===== src/tss_pkg.sv =====
// shared constants and types for the two-wire slave state engine
package tss_pkg;
  // register byte offsets
  localparam logic [3:0] OFS_ADDR = 4'h0;
  localparam logic [3:0] OFS_CTRL = 4'h4;
  localparam logic [3:0] OFS_STAT = 4'h8;
  localparam logic [3:0] OFS_DATA = 4'hC;
  // reset values
  localparam logic [7:0] ADDR_RST = 8'h00;
  localparam logic [7:0] DATA_RST = 8'h00;
  // serial_control bit positions
  localparam int CB_INT = 7;
  localparam int CB_ACK = 6;
  localparam int CB_STA = 5;
  localparam int CB_STO = 4;
  localparam int CB_WC = 3;
  localparam int CB_EN = 2;
  localparam int CB_IE = 0;
  // bit slots within one byte frame
  localparam logic [3:0] LAST_BIT = 4'h7;
  localparam logic [3:0] ACK_BIT = 4'h8;
  // status codes, prescaler bits always zero
  localparam logic [7:0] SC_OWN_W = 8'h60;
  localparam logic [7:0] SC_ARB_W = 8'h68;
  localparam logic [7:0] SC_GC_W = 8'h70;
  localparam logic [7:0] SC_ARB_GC = 8'h78;
  localparam logic [7:0] SC_RX_ACK = 8'h80;
  localparam logic [7:0] SC_RX_NACK = 8'h88;
  localparam logic [7:0] SC_GC_ACK = 8'h90;
  localparam logic [7:0] SC_GC_NACK = 8'h98;
  localparam logic [7:0] SC_STOP = 8'hA0;
  localparam logic [7:0] SC_OWN_R = 8'hA8;
  localparam logic [7:0] SC_ARB_R = 8'hB0;
  localparam logic [7:0] SC_TX_ACK = 8'hB8;
  localparam logic [7:0] SC_TX_NACK = 8'hC0;
  localparam logic [7:0] SC_LAST_ACK = 8'hC8;
  localparam logic [7:0] SC_NONE = 8'hF8;
  // bus responses
  localparam logic [1:0] RESP_OK = 2'b00;
  localparam logic [1:0] RESP_ERR = 2'b10;
  typedef enum logic [1:0] {
    M_IDLE = 2'b00,
    M_ADDR = 2'b01,
    M_RX = 2'b10,
    M_TX = 2'b11
  } tss_mode_t;
endpackage


===== src/tss_slave.sv =====
// two-wire slave state engine with an axi4-lite register port
// Operation
// - general-call data acked gives 0x90, ack follows enable
// - general-call data nacked gives 0x98, then unaddressed
// - stop or restart while addressed as receiver gives 0xA0
// - unaddressed recognition per enables; start queued if requested
// - address bits 7:1 match, bit 0 enables general call
// - direction bit one selects transmit, else receive
// - after address, flag set with valid status
// - arbitration lost then read address gives 0xB0
// - ack enable cleared: last byte, then 0xC0/0xC8
// - after last byte unaddressed, data line released
// - ack enable zero ignores own address, keeps monitoring
// - in sleep, address match still acked and wakes
// - after wake, clock held low until flag cleared
// - data register keeps no bus byte on wake
// - own read address acked gives 0xA8, then transmit
// - transmitted byte acked gives 0xB8, next byte sent
// - own write address acked gives 0x60, receive
`timescale 1ns/10ps
module tss_slave (
  // clock and reset
  input wire logic aclk,
  input wire logic aresetn,
  // axi4-lite write address and data
  input wire logic [3:0] awaddr,
  input wire logic awvalid,
  output logic awready,
  input wire logic [31:0] wdata,
  input wire logic [3:0] wstrb,
  input wire logic wvalid,
  output logic wready,
  // axi4-lite write response
  output logic [1:0] bresp,
  output logic bvalid,
  input wire logic bready,
  // axi4-lite read
  input wire logic [3:0] araddr,
  input wire logic arvalid,
  output logic arready,
  output logic [31:0] rdata,
  output logic [1:0] rresp,
  output logic rvalid,
  input wire logic rready,
  // two-wire pins, open drain
  input wire logic scl_i,
  output logic scl_o,
  output logic scl_oe,
  input wire logic sda_i,
  output logic sda_o,
  output logic sda_oe,
  // system side
  input wire logic arb_lost,
  input wire logic sleep_req,
  output logic wake,
  output logic start_when_free
);
  logic aw_got, w_got;
  logic [3:0] waddr;
  logic [7:0] wdat;
  logic wstb;
  logic [7:0] own, data_reg, status, sh, tx;
  logic ack_en, sta, sto, wc, en, ie, flag;
  logic scl_m, scl_s, scl_p, sda_m, sda_s, sda_p;
  tss_pkg::tss_mode_t mode;
  logic [3:0] bi;
  logic gc, rd, ackd, last, mack, busy;
  logic wr_go, wr_ctrl, wr_data, clr;
  logic rise, fall, start, stop, is_own, is_gc, match;

  // offsets that answer okay on the bus
  function automatic logic mapped(input logic [3:0] a);
    mapped = (a == tss_pkg::OFS_ADDR) || (a == tss_pkg::OFS_CTRL) ||
             (a == tss_pkg::OFS_STAT) || (a == tss_pkg::OFS_DATA);
  endfunction

  // write decode, only byte lane 0 carries data
  assign wr_go = aw_got && w_got && !bvalid;
  assign wr_ctrl = wr_go && wstb && (waddr == tss_pkg::OFS_CTRL);
  assign wr_data = wr_go && wstb && (waddr == tss_pkg::OFS_DATA);
  assign clr = wr_ctrl && wdat[tss_pkg::CB_INT];

  // write channels taken in either order
  always_ff @(posedge aclk) begin
    if (!aresetn) begin
      awready <= 1'b1;
      wready <= 1'b1;
      aw_got <= 1'b0;
      w_got <= 1'b0;
      bvalid <= 1'b0;
      bresp <= tss_pkg::RESP_OK;
      waddr <= 4'h0;
      wdat <= 8'h00;
      wstb <= 1'b0;
    end else begin
      if (awvalid && awready) begin
        awready <= 1'b0;
        aw_got <= 1'b1;
        waddr <= awaddr;
      end
      if (wvalid && wready) begin
        wready <= 1'b0;
        w_got <= 1'b1;
        wdat <= wdata[7:0];
        wstb <= wstrb[0];
      end
      if (wr_go) begin
        aw_got <= 1'b0;
        w_got <= 1'b0;
        bvalid <= 1'b1;
        bresp <= mapped(waddr) ? tss_pkg::RESP_OK : tss_pkg::RESP_ERR;
      end
      if (bvalid && bready) begin
        bvalid <= 1'b0;
        awready <= 1'b1;
        wready <= 1'b1;
      end
    end
  end

  // read channel, one outstanding read
  always_ff @(posedge aclk) begin
    if (!aresetn) begin
      arready <= 1'b1;
      rvalid <= 1'b0;
      rdata <= 32'h0000_0000;
      rresp <= tss_pkg::RESP_OK;
    end else if (arvalid && arready) begin
      arready <= 1'b0;
      rvalid <= 1'b1;
      rresp <= mapped(araddr) ? tss_pkg::RESP_OK : tss_pkg::RESP_ERR;
      unique case (araddr)
        tss_pkg::OFS_ADDR: rdata <= {24'h00_0000, own};
        tss_pkg::OFS_CTRL: rdata <= {24'h00_0000, flag, ack_en, sta, sto, wc, en, 1'b0, ie};
        tss_pkg::OFS_STAT: rdata <= {24'h00_0000, flag ? status : tss_pkg::SC_NONE};
        tss_pkg::OFS_DATA: rdata <= {24'h00_0000, data_reg};
        default: rdata <= 32'h0000_0000;
      endcase
    end else if (rvalid && rready) begin
      rvalid <= 1'b0;
      arready <= 1'b1;
    end
  end

  // software control bits; write collision when data written with the flag clear
  always_ff @(posedge aclk) begin
    if (!aresetn) begin
      own <= tss_pkg::ADDR_RST;
      {ack_en, sta, sto, wc, en, ie} <= 6'h00;
    end else begin
      if (wr_go && wstb && (waddr == tss_pkg::OFS_ADDR))
        own <= wdat;
      if (wr_ctrl) begin
        ack_en <= wdat[tss_pkg::CB_ACK];
        sta <= wdat[tss_pkg::CB_STA];
        sto <= wdat[tss_pkg::CB_STO];
        en <= wdat[tss_pkg::CB_EN];
        ie <= wdat[tss_pkg::CB_IE];
      end
      if (wr_data)
        wc <= !flag;
    end
  end

  // pins are asynchronous: two flops before any use, third for edges
  always_ff @(posedge aclk) begin
    if (!aresetn) begin
      {scl_m, scl_s, scl_p} <= 3'h7;
      {sda_m, sda_s, sda_p} <= 3'h7;
      scl_o <= 1'b0;
      sda_o <= 1'b0;
    end else begin
      {scl_m, scl_s, scl_p} <= {scl_i, scl_m, scl_s};
      {sda_m, sda_s, sda_p} <= {sda_i, sda_m, sda_s};
      scl_o <= 1'b0;
      sda_o <= 1'b0;
    end
  end

  assign rise = scl_s && !scl_p;
  assign fall = !scl_s && scl_p;
  assign start = scl_s && scl_p && sda_p && !sda_s;
  assign stop = scl_s && scl_p && !sda_p && sda_s;
  // recognition needs ack enable; general call only for write
  assign is_own = ack_en && (sh[7:1] == own[7:1]);
  assign is_gc = ack_en && own[0] && (sh[7:1] == 7'h00) && !sh[0];
  assign match = is_own || is_gc;

  // bus busy tracking and queued start request
  always_ff @(posedge aclk) begin
    if (!aresetn) begin
      busy <= 1'b0;
      start_when_free <= 1'b0;
      wake <= 1'b0;
    end else begin
      if (start)
        busy <= 1'b1;
      else if (stop)
        busy <= 1'b0;
      start_when_free <= en && sta && !busy && !flag;
      // clock stays running here; sleep only gates wake reporting
      if (!sleep_req)
        wake <= 1'b0;
      else if (en && mode == tss_pkg::M_ADDR && fall && bi == tss_pkg::LAST_BIT && match)
        wake <= 1'b1;
    end
  end

  // frame engine: flag, status, data and pin drive share one owner
  always_ff @(posedge aclk) begin
    if (!aresetn) begin
      mode <= tss_pkg::M_IDLE;
      bi <= 4'h0;
      {sh, tx} <= 16'h0000;
      {gc, rd, ackd, last, mack} <= 5'h00;
      flag <= 1'b0;
      status <= tss_pkg::SC_NONE;
      data_reg <= tss_pkg::DATA_RST;
      scl_oe <= 1'b0;
      sda_oe <= 1'b0;
    end else begin
      if (wr_data && flag)
        data_reg <= wdat;
      // clearing the flag lets the clock go and, in transmit, loads the next byte
      if (clr) begin
        flag <= 1'b0;
        scl_oe <= 1'b0;
        if (mode == tss_pkg::M_TX && bi == 4'h0) begin
          tx <= data_reg;
          // the enable written with this clear decides, so one write ends it
          last <= !wdat[tss_pkg::CB_ACK];
          sda_oe <= !data_reg[7];
        end
      end
      if (!en) begin
        mode <= tss_pkg::M_IDLE;
        bi <= 4'h0;
        scl_oe <= 1'b0;
        sda_oe <= 1'b0;
      end else if (start || stop) begin
        // set after a clear in the same cycle still wins
        if (mode == tss_pkg::M_RX) begin
          flag <= 1'b1;
          status <= tss_pkg::SC_STOP;
        end
        mode <= start ? tss_pkg::M_ADDR : tss_pkg::M_IDLE;
        // the scl fall that closes a start must not count as a bit; it wraps to 0
        bi <= start ? 4'hF : 4'h0;
        sda_oe <= 1'b0;
      end else begin
        if (rise && bi != tss_pkg::ACK_BIT)
          sh <= {sh[6:0], sda_s};
        if (rise && bi == tss_pkg::ACK_BIT)
          mack <= !sda_s;
        if (fall) begin
          bi <= (bi == tss_pkg::ACK_BIT) ? 4'h0 : 4'(bi + 4'h1);
          if (mode == tss_pkg::M_TX && bi < tss_pkg::LAST_BIT) begin
            tx <= {tx[6:0], 1'b1};
            sda_oe <= !tx[6];
          end
          if (bi == tss_pkg::LAST_BIT) begin
            unique case (mode)
              tss_pkg::M_ADDR: begin
                if (match) begin
                  sda_oe <= 1'b1;
                  gc <= !is_own;
                  rd <= sh[0];
                end else begin
                  mode <= tss_pkg::M_IDLE;
                end
              end
              tss_pkg::M_RX: begin
                sda_oe <= ack_en;
                ackd <= ack_en;
              end
              tss_pkg::M_TX: sda_oe <= 1'b0;
              tss_pkg::M_IDLE: sda_oe <= 1'b0;
            endcase
          end
          if (bi == tss_pkg::ACK_BIT && mode != tss_pkg::M_IDLE) begin
            sda_oe <= 1'b0;
            flag <= 1'b1;
            scl_oe <= 1'b1;
            unique case (mode)
              tss_pkg::M_ADDR: begin
                // address byte never reaches data_reg
                mode <= rd ? tss_pkg::M_TX : tss_pkg::M_RX;
                if (rd)
                  status <= arb_lost ? tss_pkg::SC_ARB_R : tss_pkg::SC_OWN_R;
                else if (gc)
                  status <= arb_lost ? tss_pkg::SC_ARB_GC : tss_pkg::SC_GC_W;
                else
                  status <= arb_lost ? tss_pkg::SC_ARB_W : tss_pkg::SC_OWN_W;
              end
              tss_pkg::M_RX: begin
                data_reg <= sh;
                if (gc)
                  status <= ackd ? tss_pkg::SC_GC_ACK : tss_pkg::SC_GC_NACK;
                else
                  status <= ackd ? tss_pkg::SC_RX_ACK : tss_pkg::SC_RX_NACK;
                if (!ackd)
                  mode <= tss_pkg::M_IDLE;
              end
              tss_pkg::M_TX: begin
                if (!mack)
                  status <= tss_pkg::SC_TX_NACK;
                else
                  status <= last ? tss_pkg::SC_LAST_ACK : tss_pkg::SC_TX_ACK;
                if (last || !mack)
                  mode <= tss_pkg::M_IDLE;
              end
              tss_pkg::M_IDLE: mode <= tss_pkg::M_IDLE;
            endcase
          end
        end
      end
    end
  end
endmodule


===== config.mk =====
export PLATFORM = sky130hd
export DESIGN_NAME = tss_slave
export DESIGN_NICKNAME = d
export VERILOG_FILES = /design/src/tss_pkg.sv /design/src/tss_slave.sv
export SDC_FILE = /design/constraint.sdc
export NUM_CORES = 1
export LEC_CHECK = 0
export BUFFER_PORTS_ARGS = -buffer_cell sky130_fd_sc_hd__buf_2
export CAP_MARGIN = 20
export CORE_ASPECT_RATIO = 1.75
export CORE_UTILIZATION = 49
export DETAILED_ROUTE_END_ITERATION = 6
export GPL_TIMING_DRIVEN = 0
export PLACE_DENSITY = 0.72
export RECOVER_POWER = 25
export SETUP_SLACK_MARGIN = 0.15
export SLEW_MARGIN = 20
export SYNTH_ARGS = -nofsm -noshare
export SYNTH_HDL_FRONTEND = slang
export SYNTH_SLANG_ARGS = --single-unit
export TNS_END_PERCENT = 20

===== constraint.sdc =====
create_clock -name aclk -period 1.6 [get_ports aclk]
set_clock_uncertainty 0.05 [all_clocks]
set_input_delay 0.32 -clock aclk [delete_from_list [all_inputs] [get_ports aclk]]
set_output_delay 0.32 -clock aclk [all_outputs]
set_load 0.03 [all_outputs]

==> flow_summary_export.csv <==
group,metric,value,unit
critical_path,r2r_cells,7,
timing,finalCritPeriodShare,106.6,%
critical_path,crit_required,1.77,ns
finish,area_growth,25.35,%
synth,synthTopCellsByCount,"95 x dfxtp_1, 47 x nand2_1, 41 x mux2i_1",
place,dpl.hpwl,8478,µm
clock_network,cts_root_buf,"clkbuf_16",
floorplan,initial_core_util,50.25,%
clock_network,clk_latency,0.34,ns
status,status,"finished, violations left",
detailed_routing,firstDrtPassIters,5,
detailed_routing,drc,0,
synth,async_flop_share,0,%
critical_path,rrSetupSlack,-0.11,ns
synth,synth_area_leaders,"dfxtp_1 42%, mux2i_1 9.0%, nor2b_1 5.4%, buf_4 5.0%, nand2_1 3.9%",
worst_hold_path,hp-class,"input pin to register",
timing,holdWs,0.1019,ns
timing,timing.fmax,0.5864,GHz
timing,rsz0062_at_grt,"yes",
synth,yosysWarnings,0,
timing,finalCriticalPeriod,1.705,ns
grt,grt_use_met2,45.57,%
detailed_routing,drt_iter0_drc,150,
critical_path,worstPathCellList,"and3b_1 > buf_6 > and3_4 > and4_4 > buf_8 > mux2i_2 > a21oi_1",
floorplan,die_width,74.77,µm
floorplan,rows,46,
synth,synth-edff-count,0,
critical_path,cpMaxStageDelayCell,"dfxtp_4",
critical_path,worstSetupEndpointType,"register",
floorplan,coreArea,9036,µm²
critical_path,cp_top_family,"simple AND/OR/NAND/NOR gates",
pwr,p_per_area,917.5,nW/µm²
critical_path,r2r-start,"bvalid",
clock_network,h-tree-depth,3,
critical_path,cp.arrival,1.88,ns
grt,grtUsageTotal,25.41,%
synth,postSynthCellCount,493,
synth,mappedNetlistArea,4541,µm²
detailed_routing,ant_nets,0,
synth,synth_top_cell_area_share,41.88,%
clock_network,clockBufferDepth,2,
timing,report.final.slew_viol_count,0,
grt,globalRouteMet1Util,25.80,%
finish,diodes,0,
status,violations,"setup timing",
grt,grt.overflow.total,0,
detailed_routing,vias_per_cell,5.359,
critical_path,worstPathMaxFanout,5,
grt,busiest_layer,"met2",
critical_path,critPathKind,"register to register",
synth,synth_area_leader_cell,"dfxtp_1",
clock_network,clk_pin_slew,0.07,ns
floorplan,die_y,129.3,µm
worst_hold_path,min_path_cells,2,
grt,antenna_found_initial,0,
place,pre_cts_slack,-0.3682,ns
floorplan,io-pin-count,102,
synth,ys_types,57,
clock_network,numCtsBuffers,9,
finish,layout-drive-gt1-share,28.16,%
worst_hold_path,hold_start,"sda_i",
grt,met3_usage,4.977,%
synth,synthFlopType,"dfxtp_1",
clock_network,cts_tree,"done",
run,cap_violations,0,
timing,setup_viol,19,
finish,nNetsFinal,646,
place,dp.cells,684,
critical_path,cp_num_cells,7,
place,place.gp.congestion,0.9131,
synth,synth-seq-cells,95,
floorplan,die-area,9670,µm²
pwr,ir_worst_vdd,0.7601,mV
synth,synth_area_per_cell,9.210,µm²
pwr,leakagePower,2.443,nW
timing,post-route-worst-setup-slack,-0.1052,ns
critical_path,cp-start-kind,"register",
finish,stdcell_count,713,
detailed_routing,post_drt_wl_per_cell,16.23,µm
clock_network,clock-sinks,95,
grt,grt_max_degree,16,
critical_path,critPathLaunch,"bvalid",
place,port_buffers,44,
critical_path,worst-path-buf-inv,2,
critical_path,critPathMaxStageDelay,0.34,ns
grt,grt_pass1_vias,3725,
synth,ys_seq_area_share,41.88,%
timing,worstMarginPinSlew,0.5908,ns
clock_network,cts_hold_buf,0,
detailed_routing,finalWirelength,11570,µm
detailed_routing,vias,3821,
synth,synth_most_common_cell,"dfxtp_1",
timing,finalHoldViolCount,0,
grt,grt_pass1_wl,18220,µm
timing,relSlewSlack,60.61,%
[logic make-up (layout without fill, tap and decap cells)]
logic type               after synthesis  in the layout  synth area share (%)
AO/OA/AOI/OAI                        107            108                 14.96
XOR/XNOR                               9              9                 1.902
adder cells (fa/ha/maj)                2              2                0.5510
buffers and inverters                 60            132                 7.826
flip-flops                            95             95                 41.88
multiplexers                          48             48                 12.01
other                                  1             28               0.08259
AND/OR/NAND/NOR                      171            171                 20.78
[worst paths after layout]
path | to
setup / recovery | data_reg[3]
hold / removal | sda_m
setup reg to reg | data_reg[3]
hold reg to reg | scl_s
[layer usage]
layer | part of all wire, % | up-vias
li1 | - | 1858
met1 | 35 | 1792
met2 | 55 | 134
met3 | 4.3 | 37
met4 | 5.5 | 0
met5 | 0 | -
[power by group]
part / leakage, nW / internal [mW] / switching [mW] / total (mW)
clock: 0.151 / 1.40 / 0.894 / 2.30
sequential: 0.775 / 2.40 / 0.0485 / 2.45
combinational: 1.52 / 0.178 / 0.294 / 0.471
total: 2.44 / 3.99 / 1.24 / 5.22
[through the flow]
stage / utilization (%) / total power, mW / TNS, ns / instance area (µm²)
floorplan: - / 2.834 / -0.5041 / 4661
global placement: 55.68 / 2.941 / -8.543 / 5031
detailed placement: 55.68 / 2.950 / -9.585 / 5031
CTS: 62.20 / 5.246 / -1.276 / 5620
global route: 62.99 / 5.396 / -2.982 / 5692
finish: 62.99 / 5.222 / -1.259 / 5692
[layout make-up]
cell class	count	area (µm²)
inverter	11	41.29
sequential	95	1929
multi-input combinational	366	2579
clock buffer	10	239.0
buffer	49	349.1
tap	120	150.1
timing repair buffer	57	322.8
fill	780	3344
clock inverter	5	81.33
[cells in the final DEF (no fill, tap or decap), types with 6 or more instances in the layout]
cell type / instances
buf_2: 40
buf_6: 6
nand2_1: 41
a22oi_1: 8
clkbuf_1: 15
a21boi_0: 17
nor2b_1: 37
clkbuf_16: 9
nand3_1: 10
buf_4: 40
o21ai_0: 30
inv_1: 8
mux2i_1: 40
nor2_1: 18
a21oi_1: 25
conb_1: 28
dfxtp_2: 10
dfxtp_1: 81
nand2b_1: 13
[what timing repair did]
action                     4_1_cts  5_1_grt
pin swaps                       16       13
setup endpoints to repair       60       61
hold endpoints to repair         0        0
gates resized for setup         54       22
cloned                           2        0
buffers inserted                10        2
No activity file was read; power rests on OpenSTA's default activity.
